`src/design/qcs_pkg.sv`:
```
// shared constants and carriers for the quadrant clock network
package qcs_pkg;

  // network shape
  localparam int NUM_QUADRANTS = 4;
  localparam int LINES_PER_QUADRANT = 8;
  localparam int SWITCHES_PER_QUADRANT = 2;
  localparam int MUX_LINES = 6;       // lines 0..5 come straight from centre
  localparam int SWITCH_LINE_BASE = 6; // switch s drives line 6 + s
  localparam int SRC_W = 5;            // width of a centre mux source index
  localparam int SYNC_STAGES = 2;

  // reset values
  localparam logic [1:0] SYNC_RESET = 2'h0;
  localparam logic LINE_RESET = 1'h0;

  // switch operating modes set by configuration
  typedef enum logic [1:0] {
    MODE_DEFAULT = 2'h0, // follow the user select
    MODE_HOLD_A = 2'h1,  // ignore select, stay on input a
    MODE_HOLD_B = 2'h2   // ignore select, stay on input b
  } qcs_mode_e;

  // switch sequencing states
  typedef enum logic [1:0] {
    ST_RUN_A = 2'h0,
    ST_GATED = 2'h1,
    ST_RUN_B = 2'h2
  } qcs_state_e;

  localparam qcs_state_e STATE_RESET = ST_GATED;

  // configuration of one glitchless switch
  typedef struct packed {
    logic [SRC_W-1:0] src_a;
    logic [SRC_W-1:0] src_b;
    qcs_mode_e mode;
  } qcs_switch_cfg_s;

  // configuration of one quadrant
  typedef struct packed {
    logic [MUX_LINES-1:0][SRC_W-1:0] line_src;
    qcs_switch_cfg_s [SWITCHES_PER_QUADRANT-1:0] sw;
  } qcs_quad_cfg_s;

endpackage

```
`src/design/qcs_clock_network.sv`:
```
// Operation
// every quadrant carries eight primary clock lines, numbered 0 to 7.
// centre multiplexers, identical per quadrant, drive lines and see every source.
// any one source may be picked onto lines of all quadrants together.
// switch changes between two unrelated clocks without glitch or runt pulse.
// two switches in each quadrant, eight across the device.
// switch inputs come from centre muxes; outputs drive lines 6 and 7.
// switch has a default mode and configurable alternative modes.
// sync select, gate old clock while low, start new clock while low.
`timescale 1ns/1ps
module qcs_clock_network #(
  parameter int NUM_SOURCES = 16
) (
  // clock and reset
  input wire logic ref_clk,
  input wire logic reset_n,
  // raw clock sources, asynchronous to ref_clk
  input wire logic [NUM_SOURCES-1:0] clock_source,
  // static configuration, one record per quadrant
  input wire qcs_pkg::qcs_quad_cfg_s [qcs_pkg::NUM_QUADRANTS-1:0] quad_cfg,
  // user select per switch, asynchronous, 0 picks input a
  input wire logic [qcs_pkg::NUM_QUADRANTS-1:0]
    [qcs_pkg::SWITCHES_PER_QUADRANT-1:0] switch_select,
  // primary clock lines per quadrant
  output logic [qcs_pkg::NUM_QUADRANTS-1:0]
    [qcs_pkg::LINES_PER_QUADRANT-1:0] primary_clock_line
);

  // an index must reach every source and at least two must exist
  if (NUM_SOURCES < 2 || NUM_SOURCES > (1 << qcs_pkg::SRC_W)) begin : g_chk
    $error("NUM_SOURCES out of range for the source index width");
  end

  // switch lines must sit just above the plain lines, or two drivers meet or a line is left undriven
  if (qcs_pkg::MUX_LINES != qcs_pkg::SWITCH_LINE_BASE) begin : g_chk_base
    $error("plain lines and switch lines overlap or leave a gap");
  end

  // plain lines plus switch lines fill the quadrant exactly
  if (qcs_pkg::SWITCH_LINE_BASE + qcs_pkg::SWITCHES_PER_QUADRANT !=
      qcs_pkg::LINES_PER_QUADRANT) begin : g_chk_fill
    $error("switch lines do not end on the last primary line");
  end

  // the select chain below is written out for exactly two stages
  if (qcs_pkg::SYNC_STAGES != 2) begin : g_chk_sync
    $error("select synchroniser depth is fixed at two");
  end

  // a line that woke high would show a false edge as reset lifts
  if (qcs_pkg::LINE_RESET != 1'h0) begin : g_chk_rst
    $error("primary lines must reset low");
  end

  // a switch must wake gated, so its first clock is joined while low
  if (qcs_pkg::STATE_RESET != qcs_pkg::ST_GATED) begin : g_chk_wake
    $error("switch must leave reset in the gated state");
  end

  // centre mux pick; an index past the last source reads as a quiet line
  function automatic logic pick_source(
    input logic [NUM_SOURCES-1:0] vec,
    input logic [qcs_pkg::SRC_W-1:0] idx
  );
    logic bit_out;
    bit_out = 1'b0;
    for (int i = 0; i < NUM_SOURCES; i++) begin
      if (idx == i[qcs_pkg::SRC_W-1:0]) begin
        bit_out = vec[i];
      end
    end
    return bit_out;
  endfunction

  // switch output for the state being entered; the gated state stays
  // quiet, so a change of input never shows a partial high
  function automatic logic switch_out(
    input qcs_pkg::qcs_state_e st,
    input logic a,
    input logic b
  );
    logic v;
    unique case (st)
      qcs_pkg::ST_RUN_A: v = a;
      qcs_pkg::ST_RUN_B: v = b;
      default: v = 1'b0;
    endcase
    return v;
  endfunction

  // two-stage synchroniser on all sources, shared by every quadrant
  logic [NUM_SOURCES-1:0] src_meta_reg;
  logic [NUM_SOURCES-1:0] src_sync_reg;
  logic [NUM_SOURCES-1:0] src_meta_next;
  logic [NUM_SOURCES-1:0] src_sync_next;

  always_comb begin
    src_meta_next = clock_source;
    src_sync_next = src_meta_reg;
  end

  always_ff @(posedge ref_clk) begin
    if (!reset_n) begin
      src_meta_reg <= '0;
      src_sync_reg <= '0;
    end else begin
      src_meta_reg <= src_meta_next;
      src_sync_reg <= src_sync_next;
    end
  end

  // one identical centre mux bank per quadrant
  for (genvar q = 0; q < qcs_pkg::NUM_QUADRANTS; q++) begin : g_quad

    // plain lines 0..5, each free to take any source, so one source can
    // be chosen on every quadrant at once
    logic [qcs_pkg::MUX_LINES-1:0] line_reg;
    logic [qcs_pkg::MUX_LINES-1:0] line_next;

    // each plain line samples its chosen source
    always_comb begin
      for (int l = 0; l < qcs_pkg::MUX_LINES; l++) begin
        line_next[l] = pick_source(src_sync_reg,
                                   quad_cfg[q].line_src[l]);
      end
    end

    // register the plain lines so every output leaves a flop
    always_ff @(posedge ref_clk) begin
      if (!reset_n) begin
        line_reg <= {qcs_pkg::MUX_LINES{qcs_pkg::LINE_RESET}};
      end else begin
        line_reg <= line_next;
      end
    end

    // plain lines straight onto the output
    for (genvar l = 0; l < qcs_pkg::MUX_LINES; l++) begin : g_line
      assign primary_clock_line[q][l] = line_reg[l];
    end

    // two glitchless clock switches per quadrant
    for (genvar s = 0; s < qcs_pkg::SWITCHES_PER_QUADRANT; s++) begin : g_sw


      logic [1:0] sel_sync_reg; // [0] first stage, [1] second stage
      logic [1:0] sel_sync_next;
      qcs_pkg::qcs_state_e state_reg;
      qcs_pkg::qcs_state_e state_next;
      logic out_reg;
      logic out_next;
      logic clk_a;
      logic clk_b;
      logic want_b;

      // both switch inputs are centre mux outputs
      assign clk_a = pick_source(src_sync_reg, quad_cfg[q].sw[s].src_a);
      assign clk_b = pick_source(src_sync_reg, quad_cfg[q].sw[s].src_b);

      // select synchroniser; only the second stage feeds the sequencer
      always_comb begin
        sel_sync_next = {sel_sync_reg[0], switch_select[q][s]};
      end

      // mode decides whether the user select is obeyed at all
      always_comb begin
        unique case (quad_cfg[q].sw[s].mode)
          qcs_pkg::MODE_DEFAULT: want_b = sel_sync_reg[1];
          qcs_pkg::MODE_HOLD_A: want_b = 1'b0;
          qcs_pkg::MODE_HOLD_B: want_b = 1'b1;
          default: want_b = sel_sync_reg[1]; // unused code acts as default
        endcase
      end

      // leave a clock only while it is low, join the next only while it
      // is low, so no edge is cut short; costs a few idle-low cycles
      always_comb begin
        state_next = state_reg;
        unique case (state_reg)
          qcs_pkg::ST_RUN_A: begin
            if (want_b && !clk_a) begin
              state_next = qcs_pkg::ST_GATED;
            end
          end
          qcs_pkg::ST_RUN_B: begin
            if (!want_b && !clk_b) begin
              state_next = qcs_pkg::ST_GATED;
            end
          end
          qcs_pkg::ST_GATED: begin
            if (want_b && !clk_b) begin
              state_next = qcs_pkg::ST_RUN_B;
            end else if (!want_b && !clk_a) begin
              state_next = qcs_pkg::ST_RUN_A;
            end
          end
          default: state_next = qcs_pkg::ST_GATED;
        endcase
        // output follows the clock of the state being entered
        out_next = switch_out(state_next, clk_a, clk_b);
      end

      // select chain, sequencer state and output flop of one switch
      always_ff @(posedge ref_clk) begin
        if (!reset_n) begin
          sel_sync_reg <= qcs_pkg::SYNC_RESET;
          state_reg <= qcs_pkg::STATE_RESET;
          out_reg <= qcs_pkg::LINE_RESET;
        end else begin
          sel_sync_reg <= sel_sync_next;
          state_reg <= state_next;
          out_reg <= out_next;
        end
      end

      // switch outputs land on lines 6 and 7
      assign primary_clock_line[q][qcs_pkg::SWITCH_LINE_BASE + s] =
        out_reg;
    end
  end

endmodule

```
`config.mk`:
```
export PLATFORM = sky130hd
export DESIGN_NAME = qcs_clock_network
export DESIGN_NICKNAME = d
export VERILOG_FILES = /design/src/design/qcs_pkg.sv /design/src/design/qcs_clock_network.sv
export SDC_FILE = /design/constraint.sdc
export NUM_CORES = 1
export LEC_CHECK = 0
export BUFFER_PORTS_ARGS = -buffer_cell sky130_fd_sc_hd__buf_4
export CORE_AREA = 2 2 140 142
export CTS_CLUSTER_SIZE = 30
export DETAILED_ROUTE_END_ITERATION = 7
export DIE_AREA = 0 0 142 144
export PLACE_DENSITY_LB_ADDON = 0.05
export RECOVER_POWER = 100
export SYNTH_ARGS = -nofsm -noshare
export SYNTH_HDL_FRONTEND = slang
export SYNTH_SLANG_ARGS = --single-unit
```
`constraint.sdc`:
```
create_clock -name ref_clk -period 2.3 [get_ports ref_clk]
set_input_delay 0.115 -clock ref_clk [delete_from_list [all_inputs] [get_ports ref_clk]]
set_output_delay 0.115 -clock ref_clk [all_outputs]
set_load 0.01 [all_outputs]
```
-- After elaboration in Yosys (flattened, before gate mapping)
Index checks and enable logic that the tools add are counted.
- muxes and demuxes: 696
- equality and inequality tests: 640
- reduce and logical (&&, ||, !) cells: 112
- operators by type and width (cell ; number):
    == test 5 x 4 -> 1 bit (second input constant) ; 320
    == test 5 x 3 -> 1 bit (second input constant) ; 160
    2-to-1 mux 1 bit ; 640
    == test 5 x 2 -> 1 bit (second input constant) ; 80
    == test 5 x 1 -> 1 bit (second input constant) ; 40
    logical NOT 5 bit ; 40
    2-to-1 mux 2 bit ; 32
    == test 2 bit (second input constant) ; 24
    one-hot mux 2 bit (3 select lines) ; 8
    == test 2 x 1 -> 1 bit (second input constant) ; 16
    logical AND 1 bit ; 32
    logical NOT 2 bit ; 16
    one-hot mux 1 bit (2 select lines) ; 16
    logical NOT 1 bit ; 24
- logic and storage cells: 1478
- register bits: 96
- input port bits: 242

-- Depth between registers and ports, before layout
Gate-level depths: netlist of the first run.
- depth in word-level cells: 24
- depth in mapped cells: 9
- mapped depth without buffers: 7

-- Worst setup path after synthesis of the first run
OpenSTA, ideal clock, no wires.
- kind: register -> register
- start: register src_sync_reg[15]
- end: register g_quad[1].g_sw[0].state_reg[0]
- library setup time: 0.150 ns
- arrival: 1.896 ns
- stages on the path, launching flop included: 9
- required time: 2.150 ns
- slack: 0.254 ns
- cell sequence: dfxtp_1 > buf_6 > mux4_1 > mux4_2 > and2_2 > nor3_1 > a22oi_1 > nor2_2 > a311oi_2
- cells in the longest elaborated chain, start to end: 6
- ends and longest elaborated chain (element ; line ; text):
    from (decl) ; qcs_clock_network.sv:93 ; logic [NUM_SOURCES-1:0] src_sync_reg;
    from (signal assigned) ; qcs_clock_network.sv:108 ; src_sync_reg <= src_sync_next;
    2-to-1 mux 1 bit ; qcs_clock_network.sv:68 ; if (idx == i[qcs_pkg::SRC_W-1:0]) begin
    logical NOT 1 bit ; qcs_clock_network.sv:181, qcs_clock_network.sv:193 ;
    logical AND 1 bit ; qcs_clock_network.sv:193 ; end else if (!want_b && !clk_a) begin
    2-to-1 mux 2 bit ; qcs_clock_network.sv:193 ;
    2-to-1 mux 2 bit ; qcs_clock_network.sv:191 ; if (want_b && !clk_b) begin
    one-hot mux 2 bit (3 select lines) * ; qcs_clock_network.sv:179 ; unique case (state_reg)
    to (signal assigned) ; qcs_clock_network.sv:207 ; state_reg <= qcs_pkg::STATE_RESET;
    to (signal assigned) ; qcs_clock_network.sv:211 ; state_reg <= state_next;
    to (decl) ; qcs_clock_network.sv:148 ; qcs_pkg::qcs_state_e state_reg;
Every way passes the cells marked *; elsewhere a longest branch is shown, timed or not.
A chain may end at the register's enable or synchronous reset.

-- Final worst setup path of the first run
- start: register src_sync_reg[0]
- end: register g_quad[0].line_reg[0] in the netlist's numbering
- cells in the longest elaborated chain, start to end: 16
- ends and longest elaborated chain (element ; line ; text):
    2-to-1 mux 1 bit (16 in a row) ; qcs_clock_network.sv:68 ;
    to (signal assigned) ; qcs_clock_network.sv:131 ; line_reg <= {qcs_pkg::MUX_LINES{qcs_pkg::LINE_RESET}};
    to (signal assigned) ; qcs_clock_network.sv:133 ; line_reg <= line_next;
    to (decl) ; qcs_clock_network.sv:117 ; logic [qcs_pkg::MUX_LINES-1:0] line_reg;
Every way passes these cells.

==> impl_results.md, run 1 <==
* Status: finished, violations left
* Failing checks: capacitance limit, slew limit
* Vias in the first global route at 8605
* CP max stage delay at 560 ps
* Pin count of the biggest net entering global routing at 43
* Share of layout cells above drive strength 1 at 0.374
* Mapped Nets at about 1200
* Crit share post-route at 0.973
* Hold Path Class: input pin to flip-flop
* Clock transition at the registers of the reported paths at about 80 ps
* Clk pwr share at 0.317
* Die area at 20400 um2
* Async SR Flop Fraction at 0
* Critical path cell sequence: buf_6 > buf_4 > mux4_2 > nor2b_1 > a211oi_2 > a2111oi_2 > dlygate4sd3_1
* Final setup margin at approximately 62 ps
* Crit path max fanout at 13
* Mapped cell area at approximately 9300 um2
* Via count at 9179
* Num rows at between 50 and 60
* Core ar. at between 15000 and 20000 um2
* Synth top area cells: mux4_2 28%, dfxtp_1 21%, mux2i_1 6.1%
* First-pass GRT wire length at 46500 um
* Placed Area at about 12000 um2
* Crit end category: flip-flop
* CP Class: flip-flop to flip-flop
* Yosys top cell area share at 0.281
* Highest routed layer: met4
* Initial Util at 0.487
* Pint at 3.39 mW
* Post-Route M1 WL at ~13000 um
* Crit-path slowest cell: dlygate4sd3_1
* Max Cap Viol at 1
* Post-Syn Instances at 966
* WP depth at 7
* Fin. max-slew vios at 43
* Initial DRC count at around 620
* FF+latch count, synth at 96
* Synthesized area per cell at just under 10 um2
* Area grow syn2layout at 30.1%
* DR WL/cell at between 20 and 25 um
* Port Buffers at about 270
* Synth cell types at 67
* Post-Route Setup TNS at 0 ps
* Sw frac at 0.321
* Io pins at about 270
* Setup slack at placement at 134 ps
* Initial antenna violation count at 0
* Inserted Clock Buffers at 9
* Drt drc at 0
* Hold Crit Depth at 2
* Comb pwr share at 0.321
* Setup bufs post-CTS at 0
* Largest area contributor in the netlist: mux4_2
* Ys Warns at 0
* Metal3 WL at around 2500 um
* Final setup skew at between 9 and 10 ps
* Worst slew pin tran at about 1700 ps
* All-Layer GR Usage at 0.294
* Final setup viols at 0
* ANT cells at 0
* Root buf cell: clkbuf_16
* Height of the chip at about 140 um
* CP Launch Type: flip-flop
* 1st-pass router iterations at 7
* Worst Path Arrival at 2490 ps
* Post-DRT Antenna Nets at 0
* Buf/Inv on CP at 3
* Post-synth EDFFs at 0
* Fin nets at 1459
* DR vias/cell at around 6.3
* Psw at 1.60 mW
* GP Congestion at approximately 0.9
* Pwr/cell area at a little over 400 nW/um2
* CTS tree: done
* Worst reg2reg path depth at 7
* CTS max path bufs at 2
* Post-route design area at 12100 um2
* CP top delay family: buffers and inverters
* Clk_lat worst skew at 360 ps
* Leakage at roughly 4.9 nW
* Final WL at 30600 um
* VDD IR max at about 0.48 mV
* Number of flip-flops in the largest register at 24
* Peak Freq at 0.447 GHz
* RSZ-0062 raised after global routing: no
* Detailed placement HPWL at between 20000 and 25000 um
* Die width at 142 um
* Slew HR at -0.140
* Clock tree sinks at 96
* H-Tree Depth at 3
* Final hold vios at 0
* Met2 Wirelength at ~14000 um
* Period minus WS final at roughly 2200 ps
* GR Overflow Total at 0
* Synth Flop Type: dfxtp_1
* Sequential fraction of the synthesis area at 0.207
* Sequential power share at 0.362
* CP required at roughly 2600 ps
## area by class of cell
| type | count | area [um2] |
|---|---|---|
| fill | 1652 | 7010 |
| clock buffer | 9 | 225 |
| inverter | 35 | 131 |
| sequential | 96 | 1940 |
| multi-input combinational | 729 | 6780 |
| tap | 238 | 298 |
| timing repair buffer | 338 | 2630 |
| clock inverter | 7 | 68.8 |
## through the flow
stage,hold slack (ps),utilization,cells,power [mW]
after floorplan,191,-,966,2.69
after global placement,277,0.605,1401,3.39
after detailed placement,278,0.605,1401,3.40
after CTS,30.9,0.639,1452,5.04
after global routing,36.5,0.633,1452,5.24
final,38.1,0.633,1452,4.99
## synthesized netlist by cell type (19+ instances only)
cell,number
inv_1,35
mux2i_1,57
clkbuf_1,71
dfxtp_1,96
nor3_1,31
and2_1,51
nor2b_1,23
o21ai_0,44
a31oi_1,22
nor2_1,49
mux4_2,116
a21oi_1,38
nand2_1,61
buf_2,19
## power by group through the flow
stage | clock network (mW) | logic [mW] | registers [mW]
2_1_floorplan | 0 | 0.858 | 1.83
3_3_place_gp | 0 | 1.54 | 1.85
3_5_place_dp | 0 | 1.55 | 1.85
4_1_cts | 1.63 | 1.61 | 1.81
5_1_grt | 1.69 | 1.73 | 1.82
6_report | 1.58 | 1.60 | 1.81
## path summary, 6_finish.rpt
path	start	endpoint	slack, ps
min	quad_cfg[87]	g_quad[1].line_reg[1]$_SDFF_PN0_	40
max reg2reg	src_sync_reg[0]$_SDFF_PN0_	g_quad[0].line_reg[0]$_SDFF_PN0_	60
max	src_sync_reg[0]$_SDFF_PN0_	g_quad[0].line_reg[0]$_SDFF_PN0_	60
min reg2reg	g_quad[3].g_sw[0].sel_sync_reg[0]$_SDFF_PN0_	g_quad[3].g_sw[0].sel_sync_reg[1]$_SDFF_PN0_	440
## routing by layer
| metal | global-route usage | vias to the layer above |
|---|---|---|
| met2 | 0.481 | 518 |
| met1 | 0.397 | 4375 |
| met5 | 0 | - |
| li1 | - | 4218 |
| met3 | 0.0450 | 68 |
| met4 | 0.111 | 0 |
## logic make-up (layout without fill, tap and decap cells)
group / count (synthesis) / count (layout) / share of synthesized area
adders and majority gates: 8 / 8 / 0.0108
muxes: 195 / 195 / 0.376
DFF: 96 / 96 / 0.207
buffers and inverters: 141 / 389 / 0.0639
AOI/OAI and AO/OA: 197 / 197 / 0.144
xor gates and xnor gates: 2 / 2 / 0.00189
and+or+nand+nor: 327 / 327 / 0.196
## cells in the final DEF (no fill, tap or decap), types with 14 or more instances in the layout
cell	synthesis	final
buf_4	8	243
mux4_2	116	116
dfxtp_1	96	82
nand2_1	61	61
mux2i_1	57	57
nor2_1	49	49
o21ai_0	44	44
a21oi_1	38	38
inv_1	35	35
dlygate4sd3_1	0	35
clkbuf_1	71	34
and2_1	51	32
nor3_1	31	31
nor2b_1	23	23
a31oi_1	22	22
and2_0	0	19
mux2_2	18	18
nand2b_1	17	17
nor3b_1	17	17
a22oi_1	14	14
or2_2	14	14
dfxtp_2	0	14
## timing repair
item	CTS	global route
endpoints found under the setup margin	0	1
resized for setup	0	6
hold buffers	35	0
endpoints found under the hold margin	34	0
No activity file was read; power rests on OpenSTA's default activity.
==> run 2, diff against run 1 <==
CTS_BUF_LIST = sky130_fd_sc_hd__clkbuf_4 sky130_fd_sc_hd__clkbuf_8   (was unset)
==> impl_results.md, run 2 (synthesis gave the netlist of run 1 again) <==
* Worst slew pin tran at 1700 ps (-13.4 ps)
* Crit path max fanout at 18 (+5)
* Die width at 142 um (unchanged)
* DR WL/cell at 20.9 um (-0.76%)
* Pint at 3.05 mW (-10%)
* Drt drc at 0 (unchanged)
* Initial DRC count at 639 (+2.6%)
* Area grow syn2layout at 29.2%
* Reg-to-reg startpoint: src_sync_reg[2]$_SDFF_PN0_
* Final hold vios at 0 (unchanged)
* Fin nets at 1462 (+0.21%)
* Psw at 1.56 mW (-3.0%)
* Initial Util at 0.487 (unchanged)
* Max Cap Viol at 1 (unchanged)
* Io pins at 274 (unchanged)
* Inserted Clock Buffers at 9 (unchanged)
* Vias in the first global route at 8556 (-0.57%)
* Worst Hold Path EP: g_quad[2].line_reg[3]$_SDFF_PN0_
* Status: finished, violations left
* Hold Crit Depth at 3 (+1)
* All-Layer GR Usage at 0.293 (-0.000861)
* Num rows at 51 (unchanged)
* Crit-path slowest cell: dlygate4sd3_1
* DR vias/cell at 6.30 (-0.33%)
* RSZ-0062 raised after global routing: no
* Comb pwr share at 0.347 (+0.026)
* Clock tree sinks at 96 (unchanged)
* Core ar. at 19100 um2 (unchanged)
* CP Launch Type: flip-flop
* VDD IR max at 0.337 mV (-29%)
* Post-route insts no fill at 1455 (+0.21%)
* Critical path cell sequence: buf_4 > buf_8 > mux4_2 > nor2b_1 > a211oi_1 > a2111oi_0 > dlygate4sd3_1
* CP max stage delay at 560 ps (about the same)
* 1st-pass router iterations at 5 (-2)
* Period minus WS final at 2210 ps (-25.4 ps)
* Clk pwr share at 0.260 (-0.057)
* Crit end category: flip-flop
* Port Buffers at 273 (unchanged)
* Critical R2R Capture: g_quad[0].line_reg[0]$_SDFF_PN0_
* Commonest non-fill, non-tap cells in the layout: 250 x buf_4, 116 x mux4_2, 82 x dfxtp_1
* Sw frac at 0.338 (+0.0165)
* CP required at 2580 ps (+30 ps)
* Final setup viols at 0 (unchanged)
* Post-route design area at 12000 um2 (-0.62%)
* Initial antenna violation count at 0 (unchanged)
* CP top delay family: buffers and inverters
* Die area at 20400 um2 (unchanged)
* First-pass GRT wire length at 46400 um (-0.37%)
* Total Power at 4.61 mW (-7.8%)
* Post-DRT Antenna Nets at 0 (unchanged)
* Height of the chip at 144 um (unchanged)
* Setup slack, reg-to-reg at 90 ps (+30 ps)
* Clk_lat worst skew at 400 ps (+40 ps)
* Sequential power share at 0.393 (+0.031)
* Setup bufs post-CTS at 0 (unchanged)
* Clock transition at the registers of the reported paths at 130 ps (+50 ps)
* Hold Path Class: input pin to flip-flop
* Share of layout cells above drive strength 1 at 0.371 (-0.00339)
* Via count at 9168 (-0.12%)
* Final setup skew at 18.0 ps (+8.40 ps)
* CTS max path bufs at 2 (unchanged)
* GR Overflow Total at 0 (unchanged)
* Root buf cell: clkbuf_8
* Detailed placement HPWL at 20600 um (unchanged)
* Pwr/cell area at 384 nW/um2 (-7.2%)
* Fin. max-slew vios at 43 (unchanged)
* GP Congestion at 0.906 (unchanged)
* Failing checks: capacitance limit, slew limit
* Placed Area at 11500 um2 (unchanged)
* Crit share post-route at 0.962 (-0.0111)
* Number of flip-flops in the largest register at 24 (unchanged)
* CTS tree: done
* Commonest non-fill, non-tap cell in the layout: buf_4
* Slew HR at -0.131 (+0.00891)
* Buf/Inv on CP at 3 (unchanged)
* H-Tree Depth at 3 (unchanged)
* Worst reg2reg path depth at 7 (unchanged)
* Leakage at 4.83 nW (-0.69%)
* ANT cells at 0 (unchanged)
* Hold_sp: quad_cfg[150]
* CP Class: flip-flop to flip-flop
* Pin count of the biggest net entering global routing at 43 (unchanged)
* Placed Instances at 1401 (unchanged)
* Peak Freq at 0.452 GHz (+1.1%)
* Post-Route Setup TNS at 0 ps (unchanged)
* Worst Path Arrival at 2500 ps (about the same)
* Final WL at 30400 um (-0.56%)
## run 2: changes by cell type in the layout (fill, tap and decap cells not counted), moves of 4 or more
| cell | previous run | this run |
|---|---|---|
| clkbuf_16 | 9 | 0 |
| clkbuf_8 | 0 | 9 |
| buf_4 | 243 | 250 |
| clkbuf_4 | 12 | 5 |
| dlygate4sd3_1 | 35 | 39 |
## run 2: power by group through the flow
stage	Clock [mW]	Combinational, mW	Sequential [mW]
6_report	1.20	1.60	1.81
4_1_cts	1.24	1.61	1.81
2_1_floorplan	0	0.858	1.83
3_5_place_dp	0	1.55	1.85
3_3_place_gp	0	1.54	1.85
5_1_grt	1.30	1.73	1.82
## run 2: metrics by stage
stage               setup slack [ps]   util  hold WS (ps)
floorplan                        254      -           191
global placement                 162  0.605           277
detailed placement               134  0.605           278
CTS                             22.1  0.635          1.16
global route                    14.3  0.629          13.3
finish                          87.0  0.629          13.9
## run 2: repair_timing
item | CTS | global route
hold endpoints to repair | 38 | 0
setup endpoints to repair | 0 | 2
gates resized for setup | 0 | 6
hold buffers | 39 | 0
## run 2: worst max path at each step
stage | from | end | slack, ps | cells past startpoint
6_report | src_sync_reg[2]$_SDFF_PN0_ | g_quad[0].line_reg[0]$_SDFF_PN0_ | 90 | 7
5_1_grt | src_sync_reg[0]$_SDFF_PN0_ | g_quad[0].g_sw[0].state_reg[1]$_SDFF_PN0_ | 10 | 8
4_1_cts | src_sync_reg[0]$_SDFF_PN0_ | g_quad[0].line_reg[0]$_SDFF_PN0_ | 20 | 7
3_5_place_dp | src_sync_reg[11]$_SDFF_PN0_ | g_quad[3].g_sw[0].state_reg[0]$_SDFF_PN1_ | 130 | 7
3_3_place_gp | src_sync_reg[11]$_SDFF_PN0_ | g_quad[3].g_sw[0].state_reg[0]$_SDFF_PN1_ | 160 | 7
2_1_floorplan | src_sync_reg[15]$_SDFF_PN0_ | g_quad[1].g_sw[0].state_reg[0]$_SDFF_PN1_ | 250 | 8
## run 2: final cells by class
| type | instances | area (um2) |
|---|---|---|
| Timing Repair Buffer | 341 | 2660 |
| Tap cell | 238 | 298 |
| Inverter | 35 | 131 |
| Clock inverter | 7 | 68.8 |
| Fill cell | 1658 | 7080 |
| Multi-Input combinational cell | 729 | 6770 |
| Sequential cell | 96 | 1940 |
| Clock buffer | 9 | 124 |
## run 2: routing by layer
metal	wire length, um	track usage	up-vias	part of all wire
met5	0	0	-	0
met4	1000	0.116	0	0.033
met3	2540	0.0414	60	0.083
met2	14400	0.483	514	0.47
met1	12500	0.393	4371	0.41
li1	-	-	4223	-
## run 2: worst register-to-register path: cells and delay by family, from the launching register on
| family | cells | cell delay (ps) |
|---|---|---|
| simple gates | 1 | 140 |
| buf+inv | 3 | 890 |
| mux | 1 | 450 |
| flops | 1 | 390 |
| compound gates | 2 | 240 |
